==> src/rtl/spp_pkg.sv <==
// Shared constants and types of the stepper pattern port
package spp_pkg;
    // Printed register indices; byte address is four times the index
    localparam logic [11:0] SPP_IDX_PAT_A   = 12'h04C;
    localparam logic [11:0] SPP_IDX_PAT_B   = 12'h04D;
    localparam logic [11:0] SPP_IDX_CTRL    = 12'h050;
    localparam logic [11:0] SPP_IDX_FUNC    = 12'h051;
    localparam logic [11:0] SPP_IDX_PDATA   = 12'h052;
    localparam logic [11:0] SPP_ADDR_PAT_A  = {SPP_IDX_PAT_A[9:0], 2'b00};
    localparam logic [11:0] SPP_ADDR_PAT_B  = {SPP_IDX_PAT_B[9:0], 2'b00};
    localparam logic [11:0] SPP_ADDR_CTRL   = {SPP_IDX_CTRL[9:0], 2'b00};
    localparam logic [11:0] SPP_ADDR_FUNC   = {SPP_IDX_FUNC[9:0], 2'b00};
    localparam logic [11:0] SPP_ADDR_PDATA  = {SPP_IDX_PDATA[9:0], 2'b00};

    // Pattern register field positions
    localparam int unsigned SPP_LATCH_LSB   = 4;
    localparam int unsigned SPP_ALT_LSB     = 0;

    // Values after reset
    localparam logic [3:0]  SPP_LATCH_RST   = 4'h0;
    localparam logic [8:0]  SPP_CTRL_RST    = 9'h000;
    localparam logic [7:0]  SPP_FUNC_RST    = 8'h00;
    localparam logic [7:0]  SPP_PDATA_RST   = 8'h00;

    // Channel A trigger source codes
    localparam logic [1:0]  SPP_TRIG_T0     = 2'h0;
    localparam logic [1:0]  SPP_TRIG_T1     = 2'h1;
    localparam logic [1:0]  SPP_TRIG_T5     = 2'h2;

    // Per-channel mode bits
    typedef struct packed {
        logic pattern_sel;                 // Pattern generation operation
        logic excite_sel;                  // 1 = 1-2 step ring, 0 = 1/2 step
        logic dir_reverse;                 // 1 = bit 3 toward bit 0
    } spp_chan_cfg_t;

    // Control register layout, bits 8..0
    typedef struct packed {
        logic          trig_b_sel;         // 0 = timer 4, 1 = timer 5
        logic [1:0]    trig_a_sel;         // Channel A trigger source
        spp_chan_cfg_t ch_b;               // Bits 5..3
        spp_chan_cfg_t ch_a;               // Bits 2..0
    } spp_ctrl_t;
endpackage

==> src/rtl/spp_top.sv <==
// Two-channel stepping motor / pattern generator on a shared 8-bit port
//
// The APB interface to the registers was decided locally.
`timescale 1ns/1ps

// Functional notes
// - Two independent 4-bit channels share one port
// - Channel A triggers from timer 0, 1 or 5
// - Control selects stepping or pattern operation
// - Channel A register: latch high, alternate low
// - Channel B register uses the same layout
// - Pattern operation blocks latch writes, keeps alternate
// - Pattern shifts like 1-2 step; reload before trigger (code rings only with excite_sel also set)
// - Function control picks pattern or port per pin
// - Latch shifts once per rising trigger edge
// - Direction 0 rotates upward, 1 rotates downward
// - Alternate nibble ignored in 1/2 step excitation
// - 1-2 step shifts latch and alternate as ring
// - 16-bit trigger only on upper compare match
module spp_top import spp_pkg::*; (
    // Clock and reset
    input  wire logic        clk_sys_i,
    input  wire logic        rst_n_i,
    // APB slave
    input  wire logic        psel_i,
    input  wire logic        penable_i,
    input  wire logic        pwrite_i,
    input  wire logic [11:0] paddr_i,
    input  wire logic [31:0] pwdata_i,
    output logic      [31:0] prdata_o,
    output logic             pready_o,
    output logic             pslverr_o,
    // Timer triggers
    input  wire logic        timer_toggle_ff0_i,
    input  wire logic        timer_toggle_ff1_i,
    input  wire logic        toggle_invert_en_i,
    input  wire logic        compare_upper_a_match_i,
    input  wire logic        compare_upper_b_match_i,
    // Shared port
    output logic      [7:0]  shared_port_o
);

    spp_ctrl_t      pattern_control_reg;   // Mode, direction, trigger select
    logic [7:0]     port_func_ctrl_r;      // Per-pin pattern/port select
    logic [7:0]     port_data_r;           // Plain port data
    logic [3:0]     latch_r [2];           // Output latches
    logic [3:0]     alt_r   [2];           // Shift-alternate nibbles
    logic [3:0]     trig_prev_r;           // Trigger levels one cycle ago
    logic [3:0]     trig_src;              // Gated trigger sources
    logic [3:0]     trig_rise;             // Rising edges of sources
    logic [1:0]     step_trig;             // Per-channel shift strobe
    logic           trig_a_rise;           // Channel A selected edge
    logic [1:0]     wr_pat;                // Per-channel register write
    spp_chan_cfg_t  chan_cfg [2];          // Per-channel mode bits
    logic           setup_ph;              // APB setup cycle
    logic           wr_acc;                // APB write access edge
    logic           addr_ok;               // Address is mapped
    logic [31:0]    rd_mux;                // Read data for this address
    logic [7:0]     port_nxt;              // Next shared port value

    // Ring shift whenever excite_sel is set, stepping or pattern operation, {latch, alternate}
    function automatic logic [7:0] spp_ring_step(
        input logic [3:0] lat,
        input logic [3:0] alt,
        input logic       rev
    );
        logic [7:0] ring;
        logic [7:0] rot;
        ring = '0;
        rot  = '0;
        // Interleave so that ring bit 2i is alternate i, 2i+1 latch i
        for (int i = 0; i < 4; i++) begin
            ring[2*i]   = alt[i];
            ring[2*i+1] = lat[i];
        end
        rot = rev ? {ring[0], ring[7:1]} : {ring[6:0], ring[7]};
        spp_ring_step = '0;
        for (int i = 0; i < 4; i++) begin
            spp_ring_step[SPP_LATCH_LSB+i] = rot[2*i+1];
            spp_ring_step[SPP_ALT_LSB+i]   = rot[2*i];
        end
    endfunction

    // 4-bit rotation for 1-step and 2-step excitation
    function automatic logic [3:0] spp_rot4(
        input logic [3:0] lat,
        input logic       rev
    );
        spp_rot4 = rev ? {lat[0], lat[3:1]} : {lat[2:0], lat[3]};
    endfunction

    assign chan_cfg[0] = pattern_control_reg.ch_a;
    assign chan_cfg[1] = pattern_control_reg.ch_b;

    // APB phase decode
    assign setup_ph = psel_i && !penable_i;
    assign wr_acc   = psel_i && penable_i && pwrite_i;
    assign pready_o = 1'b1;                // Zero wait states

    // Address decode and read data for the current address
    always_comb begin
        addr_ok = 1'b1;
        rd_mux  = '0;
        unique case (paddr_i)
            SPP_ADDR_PAT_A: rd_mux[7:0] = {latch_r[0], alt_r[0]};
            SPP_ADDR_PAT_B: rd_mux[7:0] = {latch_r[1], alt_r[1]};
            SPP_ADDR_CTRL:  rd_mux[8:0] = pattern_control_reg;
            SPP_ADDR_FUNC:  rd_mux[7:0] = port_func_ctrl_r;
            SPP_ADDR_PDATA: rd_mux[7:0] = port_data_r;
            default:        addr_ok     = 1'b0;   // Unmapped
        endcase
    end

    // Read data and error captured in the setup cycle
    always_ff @(posedge clk_sys_i) begin
        if (!rst_n_i) begin
            prdata_o  <= '0;
            pslverr_o <= 1'b0;
        end else if (setup_ph) begin
            prdata_o  <= pwrite_i ? 32'h0000_0000 : rd_mux;
            pslverr_o <= !addr_ok;
        end
    end

    // Control, function and port data registers
    always_ff @(posedge clk_sys_i) begin
        if (!rst_n_i) begin
            pattern_control_reg <= SPP_CTRL_RST;
            port_func_ctrl_r    <= SPP_FUNC_RST;
            port_data_r         <= SPP_PDATA_RST;
        end else if (wr_acc) begin
            if (paddr_i == SPP_ADDR_CTRL) begin
                pattern_control_reg <= pwdata_i[8:0];
            end
            if (paddr_i == SPP_ADDR_FUNC) begin
                port_func_ctrl_r <= pwdata_i[7:0];
            end
            if (paddr_i == SPP_ADDR_PDATA) begin
                port_data_r <= pwdata_i[7:0];
            end
        end
    end

    // 8-bit timer edges count only with toggle inversion enabled
    assign trig_src = {compare_upper_b_match_i,
                       compare_upper_a_match_i,
                       timer_toggle_ff1_i && toggle_invert_en_i,
                       timer_toggle_ff0_i && toggle_invert_en_i};

    // Remember trigger levels for edge detection
    always_ff @(posedge clk_sys_i) begin
        if (!rst_n_i) begin
            trig_prev_r <= 4'h0;
        end else begin
            trig_prev_r <= trig_src;
        end
    end

    assign trig_rise = trig_src & ~trig_prev_r;

    // Channel A trigger select
    always_comb begin
        unique case (pattern_control_reg.trig_a_sel)
            SPP_TRIG_T0: trig_a_rise = trig_rise[0];
            SPP_TRIG_T1: trig_a_rise = trig_rise[1];
            SPP_TRIG_T5: trig_a_rise = trig_rise[3];
            default:     trig_a_rise = 1'b0;                 // Illegal code
        endcase
    end

    // Channel B fires only on a 16-bit upper compare match
    assign step_trig = {pattern_control_reg.trig_b_sel ?
                        trig_rise[3] : trig_rise[2],
                        trig_a_rise};

    assign wr_pat[0] = wr_acc && (paddr_i == SPP_ADDR_PAT_A);
    assign wr_pat[1] = wr_acc && (paddr_i == SPP_ADDR_PAT_B);

    // Independent channels, one per port nibble
    for (genvar c = 0; c < 2; c++) begin : g_chan
        logic [7:0] ring_nxt;              // Ring shift result
        assign ring_nxt = spp_ring_step(latch_r[c], alt_r[c],
                                        chan_cfg[c].dir_reverse);

        // Output latch: cleared by reset, shifted or written
        always_ff @(posedge clk_sys_i) begin
            if (!rst_n_i) begin
                latch_r[c] <= SPP_LATCH_RST;
            end else if (wr_pat[c] && !chan_cfg[c].pattern_sel) begin
                latch_r[c] <= pwdata_i[SPP_LATCH_LSB+:4];
            end else if (step_trig[c]) begin
                if (chan_cfg[c].excite_sel) begin
                    latch_r[c] <= ring_nxt[SPP_LATCH_LSB+:4];
                end else begin
                    latch_r[c] <= spp_rot4(latch_r[c],
                                  chan_cfg[c].dir_reverse);
                end
            end
        end

        // Alternate nibble: no reset, write wins over the shift
        always_ff @(posedge clk_sys_i) begin
            if (wr_pat[c]) begin
                alt_r[c] <= pwdata_i[SPP_ALT_LSB+:4];
            end else if (step_trig[c] && chan_cfg[c].excite_sel) begin
                alt_r[c] <= ring_nxt[SPP_ALT_LSB+:4];
            end
        end

        // Latch holds without trigger or write
        AST_LATCH_HOLD: assert property (@(posedge clk_sys_i)
            disable iff (!rst_n_i) !step_trig[c] && !wr_pat[c]
            |=> $stable(latch_r[c]))
            else $error("latch moved without trigger");

        // Normal 1/2 step rotation
        AST_ROT_UP: assert property (@(posedge clk_sys_i)
            disable iff (!rst_n_i) step_trig[c] && !wr_pat[c] &&
            !chan_cfg[c].excite_sel && !chan_cfg[c].dir_reverse
            |=> latch_r[c] == {$past(latch_r[c][2:0]),
                               $past(latch_r[c][3])})
            else $error("normal rotation wrong");

        // Reverse 1/2 step rotation
        AST_ROT_DOWN: assert property (@(posedge clk_sys_i)
            disable iff (!rst_n_i) step_trig[c] && !wr_pat[c] &&
            !chan_cfg[c].excite_sel && chan_cfg[c].dir_reverse
            |=> latch_r[c] == {$past(latch_r[c][0]),
                               $past(latch_r[c][3:1])})
            else $error("reverse rotation wrong");

        // Alternate untouched by 1/2 step shifts
        AST_ALT_IGNORED: assert property (@(posedge clk_sys_i)
            disable iff (!rst_n_i)
            step_trig[c] && !wr_pat[c] && !chan_cfg[c].excite_sel
            |=> $stable(alt_r[c]))
            else $error("alternate changed in 1/2 step");

        // Normal ring: latch takes alternate, alternate takes latch up
        AST_RING_UP: assert property (@(posedge clk_sys_i)
            disable iff (!rst_n_i) step_trig[c] && !wr_pat[c] &&
            chan_cfg[c].excite_sel && !chan_cfg[c].dir_reverse
            |=> latch_r[c] == $past(alt_r[c]) &&
            alt_r[c] == {$past(latch_r[c][2:0]), $past(latch_r[c][3])})
            else $error("normal ring shift wrong");

        // Reverse ring: alternate takes latch, latch takes alternate down
        AST_RING_DOWN: assert property (@(posedge clk_sys_i)
            disable iff (!rst_n_i) step_trig[c] && !wr_pat[c] &&
            chan_cfg[c].excite_sel && chan_cfg[c].dir_reverse
            |=> alt_r[c] == $past(latch_r[c]) &&
            latch_r[c] == {$past(alt_r[c][0]), $past(alt_r[c][3:1])})
            else $error("reverse ring shift wrong");

        // Latch writes blocked in pattern operation
        AST_PAT_BLOCK: assert property (@(posedge clk_sys_i)
            disable iff (!rst_n_i) wr_pat[c] && chan_cfg[c].pattern_sel
            && !step_trig[c] |=> $stable(latch_r[c]) &&
            alt_r[c] == $past(pwdata_i[3:0]))
            else $error("pattern write reached latch");

        // Reset clears the latch
        AST_LATCH_RST: assert property (@(posedge clk_sys_i)
            !rst_n_i |=> latch_r[c] == SPP_LATCH_RST)
            else $error("latch not cleared by reset");
    end

    // Per-pin choice between pattern output and port data
    for (genvar b = 0; b < 8; b++) begin : g_pin
        assign port_nxt[b] = port_func_ctrl_r[b] ?
                             latch_r[b/4][b%4] : port_data_r[b];
    end

    // Port pins driven from a register
    always_ff @(posedge clk_sys_i) begin
        if (!rst_n_i) begin
            shared_port_o <= 8'h00;
        end else begin
            shared_port_o <= port_nxt;
        end
    end

    // Pin follows its mux one cycle later
    AST_PORT_MUX: assert property (@(posedge clk_sys_i)
        disable iff (!rst_n_i) 1'b1 |=> shared_port_o == $past(port_nxt))
        else $error("port pin mismatch");

    // Channel B strobe needs a 16-bit match edge
    AST_TRIG_B: assert property (@(posedge clk_sys_i)
        disable iff (!rst_n_i) step_trig[1] |->
        (compare_upper_a_match_i || compare_upper_b_match_i))
        else $error("channel B shifted without match");

    // 8-bit timer edges ignored without inversion enable
    AST_T8_GATE: assert property (@(posedge clk_sys_i)
        disable iff (!rst_n_i) !toggle_invert_en_i &&
        pattern_control_reg.trig_a_sel != SPP_TRIG_T5 |-> !step_trig[0])
        else $error("8-bit trigger without inversion");

endmodule

==> config.mk <==
export PLATFORM = sky130hd
export DESIGN_NAME = spp_top
export DESIGN_NICKNAME = d
export VERILOG_FILES = /design/src/rtl/spp_pkg.sv /design/src/rtl/spp_top.sv
export SDC_FILE = /design/constraint.sdc
export NUM_CORES = 1
export LEC_CHECK = 0
export ABC_AREA = 1
export BUFFER_PORTS_ARGS = -buffer_cell sky130_fd_sc_hd__buf_4
export CAP_MARGIN = 20
export CORE_MARGIN = 2
export CORE_UTILIZATION = 48
export CTS_BUF_LIST = sky130_fd_sc_hd__clkbuf_16
export DETAILED_ROUTE_END_ITERATION = 10
export GPL_ROUTABILITY_DRIVEN = 0
export PLACE_DENSITY = 0.77
export SLEW_MARGIN = 20
export SYNTH_ARGS = -nofsm -noshare
export SYNTH_HDL_FRONTEND = slang
export SYNTH_SLANG_ARGS = --single-unit
==> constraint.sdc <==
create_clock -name clk_sys_i -period 1.4 [get_ports clk_sys_i]
set_input_delay 0.07 -clock clk_sys_i [delete_from_list [all_inputs] [get_ports clk_sys_i]]
set_output_delay 0.07 -clock clk_sys_i [all_outputs]
set_load 0.01 [all_outputs]
After elaboration in Yosys (flattened, before gate mapping)
Memories as Yosys holds them, arrays and structs flattened.
Cells that the tools add are included.
Word-level totals
  flip-flop bits (word level): 70
  latch bits: 0
  memory bits (writable): 16
  ROM bits: 0
  input port bits: 54
  output and inout port bits: 42
  word-level logic and storage cells: 116
  memories kept: 2
Cells by class
  add/subtract/negate cells: 0
  multipliers: 0
  divide/modulo/power cells: 0
  order comparisons: 0
  eq/ne operators: 7
  shift operators: 0
  multiplexer cells: 63
  bitwise logic cells: 10
  reduce and logical (&&, ||, !) cells: 20
Memories
  alt_r: words 2, bits a word 4, rd ports 2, clocked after memory_dff 0, wr ports 2, line spp_top.sv:47  | logic [3:0] alt_r [2];
  latch_r: words 2, bits a word 4, rd ports 2, clocked after memory_dff 0, wr ports 2, line spp_top.sv:46  | logic [3:0] latch_r [2];
Operators by type and width (number)
  equality test 12 x 9 -> 1 bit, second input constant: 5
  2-to-1 mux 1 bit: 48
  2-to-1 mux 4 bit: 10
  case mux 8 bit (5 select lines): 1
  2-to-1 mux 8 bit: 2
  logical AND 1 bit: 11
  2-to-1 mux 9 bit: 1
  bitwise OR 1 bit: 8
  AND reduction 2 bit: 3
  OR reduction 5 bit: 1
  AND 4 bit: 1
  zero test 1 bit: 4
  NOT 4 bit: 1
  case mux 1 bit (3 select lines): 1
  equality test 2 x 1 -> 1 bit, second input constant: 1
  equality test 2 bit, second input constant: 1
  zero test 2 bit: 1

Longest topological paths before layout
Gate-level depths: netlist of the first run.
  depth after elaboration: 10
  gate-level depth with buffers: 10
  depth with buffers taken out: 10

Worst setup path before layout of the first run
Ideal clock, no wire load.
  kind: reg-to-reg
  start point: register trig_prev_r[3]
  end point: memory alt_r[0][0] (data pin)
  data arrival time: 1.099 ns
  data required time: 1.127 ns
  path slack: 0.027 ns
  cell stages (with the launch flop): 9
  path buffers: 0
  clock period less this slack: 1.373 ns
  cells stage by stage: dfxtp_1 inv_1 nand2_1 nor2_1 nand2_1 nand3_1 nand2_1 a31oi_1 o21ai_0
RTL lines
  start, declared: line spp_top.sv:48  | logic [3:0] trig_prev_r;
  start signal, assigned: line spp_top.sv:155  | trig_prev_r <= trig_src;
  end, declared: line spp_top.sv:47

==> results of run 1 <==
==> routing by layer <==
layer  routed length (um)  up-vias
met5                    0        -
met2                 4457      178
li1                     -     1673
met3                  751       30
met1                 4185     1546
met4                  386        0
==> logic make-up after synthesis <==
family | count (synthesis)
simple gates | 187
buf+inv | 89
flops | 63
other cells | 2
mux | 8
compound gates | 111
==> how the worst max path moves through the flow <==
stage | from | to | depth (start not counted)
finish | trig_prev_r[3]$_SDFF_PN0_ | alt_r[0][3]$_DFFE_PP_ | 9
detailed placement | paddr_i[7] | latch_r[0][1]$_DFFE_PP_ | 7
floorplan | trig_prev_r[3]$_SDFF_PN0_ | alt_r[0][0]$_DFFE_PP_ | 8
global route | pattern_control_reg[8]$_SDFFE_PN0P_ | latch_r[1][3]$_SDFFCE_PN0P_ | 9
CTS | trig_prev_r[3]$_SDFF_PN0_ | alt_r[0][1]$_DFFE_PP_ | 9
global placement | paddr_i[11] | alt_r[1][0]$_DFFE_PP_ | 8
==> worst max-delay path, stage by stage (launching register included) <==
cell	delay [ns]
dfxtp_1	0.30
inv_1	0.05
nand2_2	0.06
nor2_2	0.10
nand2_1	0.06
nand3_2	0.10
nand2_2	0.07
a31oi_1	0.18
buf_4	0.21
o21ai_2	0.07
==> repair_timing <==
action                                  in CTS  in global routing
pin swaps                                    2                  8
buffers inserted                             1                  1
cloned                                       0                  0
gates resized for setup                      3                 24
hold buffers                                 3                  0
hold endpoints to repair                     3                  0
endpoints found under the setup margin      13                 24
==> cell usage after synthesis, drive strengths merged <==
cell,count
dfxtp,47
nand2,62
conb,2
a31oi,2
o21bai,8
mux2,8
inv,45
edfxtp,16
nor2,38
o21ai,55
clkbuf,7
nor3,2
nand3,73
a21oi,45
nand4,12
buf,37
a31o,1
==> layout make-up <==
class                      count  share of cell area, %
timing repair buffer          88                  15.96
clock buffer                  11                  6.011
multi-input combinational    330                  39.54
inverter                      45                  3.689
clock inverter                 5                 0.9836
sequential                    63                  31.12
tap                           99                  2.705
==> metrics by stage <==
stage	TNS, ns	setup slack [ns]	power [mW]	hold slack, ns	cells
final	-0.2213	-0.05471	4.666	-0.001198	641
after global routing	-1.044	-0.1362	4.812	0.02951	641
after CTS	0	0.008801	4.647	0.001765	640
after detailed placement	-0.9795	-0.07194	2.300	0.2615	620
after global placement	-0.3254	-0.03739	2.294	0.2573	620
after floorplan	0	0.02727	2.183	0.1635	482
==> power breakdown <==
| part | internal [mW] | leakage, nW | total, mW | switching [mW] |
|---|---|---|---|---|
| registers | 1.89 | 0.538 | 1.92 | 0.0250 |
| logic | 0.151 | 1.44 | 0.382 | 0.232 |
| clock network | 1.57 | 0.163 | 2.37 | 0.798 |
==> impl_metrics.toml, run 1 <==
[sta]
hold_viol_final = 1
fin_ws_ns = -0.05471
fmax_mhz = 687.4
fin_crit_ns = 1.455
setup_viol = 5
holdWs_ns = -0.001198
rsz0062_at_grt = "true"
finClkSkew_ns = 0.006526
slew_violations = 0
fin_crit_sh_pct = 103.9

[synthesis]
synth-compound-area-share_pct = 16.96
ys_types = 33
synth_area_um2 = 3585
synth_xor_area_share_pct = 0
synth_top_area_share_pct = 26.25
syn_inst = 460
synth_top_family_by_area = "simple AND/OR/NAND/NOR gates"
synth-adder-area-share_pct = 0
yosysWarnings = 0
postSynthAreaPerCell_um2 = 7.793
ys_seq_area_share_pct = 39.65
yosys.area_share.simple_pct = 26.67
synthTopCellsByArea = "dfxtp_1 (26%), edfxtp_1 (13%), nand3_1 (9.9%), o21ai_0 (6.8%), nand2_1 (6.0%)"
synth_top_cell_by_area = "dfxtp_1"
synthMuxAreaShare_pct = 2.513
ys_seq_elements = 63

[global_routing]
grt-ovfl-total = 0
grt_pass1_wl_um = 15620
grt_use_met2_pct = 37.97
grtUsageMet3_pct = 6.344
grt_use_total_pct = 24.30
globalRoute.busiestLayer = "met2"
grt_pass1_vias = 3318
antenna_found_initial = 0
use_met1_pct = 30.33
grt_max_degree = 52

[die]
dieArea_um2 = 8176
die_w_um = 90.42
die_h_um = 90.42
io_pins = 96
rows = 31
initial_core_util_pct = 49.42
core_um2 = 7253

[clock_tree]
clk_latency_ns = 0.33
clockBufferDepth = 2
cts.htree.levels = 3
clkSinkCount = 63
cts_tree = "yes"
cts_made_buffers = 9
cts_root_buf = "clkbuf_16"
clkTransAtPathRegs_ns = 0.06

[min_path]
worstHoldPathType = "in -> reg"
min_from = "timer_toggle_ff0_i"
min_path_cells = 3
holdPathEnd = "trig_prev_r[0]$_SDFF_PN0_"

[setup_path]
r2r_start = "trig_prev_r[3]$_SDFF_PN0_"
r2r_end = "alt_r[0][3]$_DFFE_PP_"
end_kind = "flop"
cp_data_arrival_time_ns = 1.53
r2r_cells = 9
critPathLaunchType = "flop"
cp_max_fo = 8
cp.required_ns = 1.48
rrSetupSlack_ns = -0.05
path_class = "reg -> reg"

[drt]
drtIter0Drc = 323
wl_um = 9781
drc = 0
firstDrtPassIters = 7
vias = 3427
wire_per_inst_um = 15.26
antenna_left = 0
via_per_inst = 5.346

[run]
max_cap_violations = 0

[run_status]
outcome = "finished with violations"
violations = "hold timing, setup timing"

[power]
leakagePower_nw = 2.143
ir_drop_mv = 0.5811
p_per_area_nw_per_um2 = 1019

[final_layout]
largest_reg_flops = 9
layout_common_cells = "buf_4 (80), nand3_1 (70), nand2_1 (52)"
seqCellArea_um2 = 1425
n_antenna_cell = 0
layout.nets = 591
syn_to_final_growth_pct = 27.75
stdcell_area_um2 = 4579
final_util_pct = 63.14
final_common_cell = "buf_4"
top_register = "prdata_o"
multi_input_area_um2 = 1810
fill_cells = 629
drive_gt1_share_pct = 28.97

[place]
dp_hpwl_um = 7049
io_buffers = 48
placed_cell_area_um2 = 4144
Note: power is estimated with default switching activity, not from simulation.
==> run 2: changes to the inputs <==
--- a/config.mk
+++ b/config.mk
@@ -7,12 +7,13 @@
 export LEC_CHECK = 0
 export ABC_AREA = 1
 export BUFFER_PORTS_ARGS = -buffer_cell sky130_fd_sc_hd__buf_4
-export CAP_MARGIN = 20
 export CORE_MARGIN = 2
 export CORE_UTILIZATION = 48
 export CTS_BUF_LIST = sky130_fd_sc_hd__clkbuf_16
 export DETAILED_ROUTE_END_ITERATION = 10
 export GPL_ROUTABILITY_DRIVEN = 0
+export GPL_TIMING_DRIVEN = 0
+export MAX_ROUTING_LAYER = met4
 export PLACE_DENSITY = 0.77
 export SLEW_MARGIN = 20
 export SYNTH_ARGS = -nofsm -noshare
==> impl_metrics.toml, run 2 (synthesized netlist as in run 1, its figures left out) <==
[global_routing]
grt_pass1_vias = 3297
antenna_found_initial = 0
grt_pass1_wl_um = 16080
grt_max_degree = 14
grt_use_total_pct = 26.21
grt-ovfl-total = 0

[sta]
hold_viol_final = 0
fin_ws_ns = -0.005547
tns_ns = -0.006170
fin_crit_sh_pct = 100.4
fin_crit_ns = 1.406
rsz0062_at_grt = "true"
fmax_mhz = 711.5
setup_viol = 2
finClkSkew_ns = 0.007228
slew_headroom_pct = 60.86
holdWs_ns = 0.02394
tightest_slew_ns = 0.5870
slew_violations = 0

[final_layout]
drive_gt1_share_pct = 29.84
largest_reg_flops = 9
layout.nets = 602
final_util_pct = 63.45
top_register = "prdata_o"
syn_to_final_growth_pct = 28.38
final_common_cell = "buf_4"
n_antenna_cell = 0
layout_common_cells = "buf_4 (78), nand3_1 (69), nand2_1 (51)"

[setup_path]
worstPathCellList = "inv_1, nand2_2, nor2_2, nand2_1, nand3_2, nand2_2, a31oi_4, o21ai_1"
cp_max_fo = 8
r2r_start = "trig_prev_r[3]$_SDFF_PN0_"
critPathLaunchType = "flop"
cp_slowest_cell = "dfxtp_1"
rrSetupSlack_ns = -0.006
end_kind = "flop"
r2r_end = "alt_r[0][0]$_DFFE_PP_"
critPathMostFrequentCell = "nand2_2"
startpoint = "trig_prev_r[3]$_SDFF_PN0_"
cpPeakStageDelay_ns = 0.29
cp_data_arrival_time_ns = 1.49
endpoint = "alt_r[0][0]$_DFFE_PP_"
r2r_cells = 8
cp.required_ns = 1.48
path_class = "reg -> reg"

[place]
io_buffers = 48
place_ws_ns = -0.3279
dp_hpwl_um = 7386

[power]
ir_drop_mv = 0.5893
leakagePower_nw = 2.163
p_per_area_nw_per_um2 = 990.2

[clock_tree]
cts_made_buffers = 9
cts.htree.levels = 3
clk_latency_ns = 0.34
clockBufferDepth = 2
cts_root_buf = "clkbuf_16"
cts_tree = "yes"
clkSinkCount = 63
clkTransAtPathRegs_ns = 0.06

[min_path]
worstHoldPathType = "in -> reg"
min_path_cells = 3

[die]
io_pins = 96
die_h_um = 90.42
rows = 31
dieArea_um2 = 8176
core_um2 = 7253
die_w_um = 90.42
initial_core_util_pct = 49.42

[drt]
via_per_inst = 5.479
drc = 0
drtIter0Drc = 613
vias = 3572
wire_per_inst_um = 15.72
antenna_left = 0
wl_um = 10250
firstDrtPassIters = 7

[run_status]
violations = "setup timing"
outcome = "finished with violations"

[run]
max_cap_violations = 0
## run 2: cell count changes in the layout (fill, tap and decap cells not counted), sizes merged
cell,previous run,this run
clkbuf,11,18
buf,85,87
bufinv,1,0
clkinv,2,3
dlygate4sd3,3,4
inv,47,48
## run 2: per-stage QoR
stage	cells	cell area, um2	total power, mW
after floorplan	482	3667	2.183
after global placement	629	4151	2.323
after detailed placement	629	4151	2.329
after CTS	651	4541	4.544
after global routing	652	4602	4.693
final	652	4602	4.557
## run 2: final cells by class
class	instances	area, um2
fill	614	2651
multi-input combinational	330	1815
sequential	63	1428
timing repair buffer	55	422.9
buffer	44	342.8
clock buffer	10	250.2
inverter	45	168.9
tap	99	123.9
clock inverter	6	50.05
## run 2: routing by layer
metal,global-route usage (%),wire [um]
met1,33.25,4110
met2,39.54,4670
met3,5.509,1106
met4,13.59,360
met5,-,0
## run 2: repair_timing
item / in CTS / in global routing
gates resized for setup: 9 / 27
gates cloned: 0 / 0
endpoints found under the setup margin: 12 / 16
setup buffers: 2 / 1
hold buffers: 4 / 0
pin swaps: 2 / 7
endpoints found under the hold margin: 4 / 0
## run 2: worst max-delay path: cells and delay by family (launching register included)
| family | cells | cell delay, ns |
|---|---|---|
| simple gates | 5 | 0.41 |
| flops | 1 | 0.29 |
| buf+inv | 1 | 0.05 |
| compound gates | 2 | 0.40 |
## run 2: worst min-delay path by stage
stage,start,slack (ns),end
4_1_cts,pwdata_i[8],0.02,pattern_control_reg[8]$_SDFFE_PN0P_
6_report,pwdata_i[8],0.02,pattern_control_reg[8]$_SDFFE_PN0P_
2_1_floorplan,compare_upper_a_match_i,0.16,trig_prev_r[2]$_SDFF_PN0_
5_1_grt,pwdata_i[8],0.03,pattern_control_reg[8]$_SDFFE_PN0P_
3_5_place_dp,compare_upper_b_match_i,0.26,trig_prev_r[3]$_SDFF_PN0_
3_3_place_gp,compare_upper_b_match_i,0.26,trig_prev_r[3]$_SDFF_PN0_
## run 2: where the power goes
group	internal (mW)	switching (mW)
logic	0.171	0.237
clock network	1.33	0.906
registers	1.89	0.0253
total	3.39	1.17
==> run 3: changes to the inputs <==
--- a/config.mk
+++ b/config.mk
@@ -19,3 +19,4 @@
 export SYNTH_ARGS = -nofsm -noshare
 export SYNTH_HDL_FRONTEND = slang
 export SYNTH_SLANG_ARGS = --single-unit
+export TNS_END_PERCENT = 5
==> impl_metrics.toml, run 3 (synthesized netlist as in run 1, its figures left out) <==
[final_layout]
final_common_cell = "buf_4"
layout.nets = 603
syn_to_final_growth_pct = 28.59
top_register = "prdata_o"
largest_reg_flops = 9
n_antenna_cell = 0
finalNonFillerCells = 653
drive_gt1_share_pct = 29.96
layout_common_cells = "buf_4 (79), nand3_1 (69), nand2_1 (51)"
final_util_pct = 63.55

[sta]
setup_viol = 2
slew_violations = 0
fin_crit_ns = 1.405
finClkSkew_ns = 0.006664
hold_viol_final = 0
rsz0062_at_grt = "true"
tightest_slew_ns = 0.5715
slew_headroom_pct = 61.90
fin_crit_sh_pct = 100.4
fmax_mhz = 711.5
fin_ws_ns = -0.005483
holdWs_ns = 0.02347

[clock_tree]
clockBufferDepth = 2
clkTransAtPathRegs_ns = 0.06
cts_made_buffers = 9
cts_tree = "yes"
clkSinkCount = 63
cts_root_buf = "clkbuf_16"
cts.htree.levels = 3
clk_latency_ns = 0.34

[power]
power_switching_share_pct = 25.51
p_per_area_nw_per_um2 = 986.9
seqPwrFrac_pct = 42.1
internal-power_mw = 3.388
ir_drop_mv = 0.5909
leakagePower_nw = 2.168
p_total_mw = 4.549
power_switching_mw = 1.161
pwr-share-comb_pct = 9.0
pwr-share-clk_pct = 48.9

[drt]
via_per_inst = 5.469
antenna_left = 0
wire_per_inst_um = 15.66
drtIter0Drc = 481
firstDrtPassIters = 6
drc = 0
vias = 3571
wl_um = 10230

[setup_path]
r2r_cells = 8
r2r_end = "alt_r[0][0]$_DFFE_PP_"
r2r_start = "trig_prev_r[3]$_SDFF_PN0_"
cp_data_arrival_time_ns = 1.49
critPathLaunchType = "flop"
cp.required_ns = 1.48
end_kind = "flop"
rrSetupSlack_ns = -0.005
path_class = "reg -> reg"
cp_max_fo = 8

[global_routing]
grt_max_degree = 14
grt_use_total_pct = 26.08
grt_pass1_wl_um = 16020
grt-ovfl-total = 0
antenna_found_initial = 0
grt_pass1_vias = 3278

[run_status]
outcome = "finished with violations"
violations = "setup timing"

[min_path]
min_path_cells = 3
worstHoldPathType = "in -> reg"
holdPathEnd = "pattern_control_reg[8]$_SDFFE_PN0P_"
min_from = "pwdata_i[8]"

[die]
core_um2 = 7253
die_w_um = 90.42
io_pins = 96
rows = 31
dieArea_um2 = 8176
initial_core_util_pct = 49.42
die_h_um = 90.42

[place]
io_buffers = 48
post-place-cells = 629
dp_hpwl_um = 7386

[run]
max_cap_violations = 0
[run 3: power groups by stage]
stage / logic (mW) / clock network, mW / registers [mW]
floorplan: 0.241 / 0 / 1.94
global placement: 0.370 / 0 / 1.95
detailed placement: 0.375 / 0 / 1.95
CTS: 0.389 / 2.24 / 1.91
global route: 0.446 / 2.33 / 1.91
finish: 0.408 / 2.23 / 1.91
[run 3: layout make-up]
cell class | instances | area (um2)
multi-input combinational | 330 | 1815
clock buffer | 10 | 250.2
tap | 99 | 123.9
inverter | 45 | 168.9
sequential | 63 | 1428
timing repair buffer | 56 | 430.4
buffer | 44 | 342.8
fill | 618 | 2644
clock inverter | 6 | 50.05
[run 3: timing repair]
item                                    4_1_cts  5_1_grt
buffers inserted                              0        4
hold buffers                                  4        0
resized for setup                            12       24
hold endpoints to repair                      4        0
endpoints found under the setup margin       12       16
pin swaps                                     1        9
[run 3: how the worst max path moves through the flow]
stage,slack (ns),to,cells past startpoint,start
2_1_floorplan,0.03,alt_r[0][0]$_DFFE_PP_,8,trig_prev_r[3]$_SDFF_PN0_
3_3_place_gp,-0.29,alt_r[0][1]$_DFFE_PP_,5,pattern_control_reg[6]$_SDFFE_PN0P_
3_5_place_dp,-0.33,alt_r[0][0]$_DFFE_PP_,5,pattern_control_reg[6]$_SDFFE_PN0P_
4_1_cts,-0.002,latch_r[1][2]$_SDFFCE_PN0P_,10,trig_prev_r[3]$_SDFF_PN0_
5_1_grt,-0.09,latch_r[1][2]$_SDFFCE_PN0P_,10,trig_prev_r[3]$_SDFF_PN0_
6_report,-0.005,alt_r[0][0]$_DFFE_PP_,8,trig_prev_r[3]$_SDFF_PN0_
[run 3: critical path, stage by stage (launching register included)]
cell	delay (ns)
dfxtp_1	0.29
inv_1	0.05
nand2_2	0.06
nor2_2	0.10
nand2_1	0.07
nand3_2	0.10
nand2_2	0.08
a31oi_4	0.28
o21ai_1	0.12
[run 3: metal layers]
metal	vias up	GRT usage [%]	share of wire (%)
met3	40	5.760	11
li1	1699	-	-
met2	224	39.47	46
met1	1608	32.82	40
met4	0	13.46	3.9
met5	-	-	0
[run 3: metrics by stage]
stage	setup TNS (ns)	area (um2)	setup WS, ns
final	-0.009448	4609	-0.005483
after global routing	-0.5044	4609	-0.09479
after CTS	-0.002174	4534	-0.002174
after detailed placement	-2.490	4151	-0.3279
after global placement	-2.109	4151	-0.2862
after floorplan	0	3667	0.02727
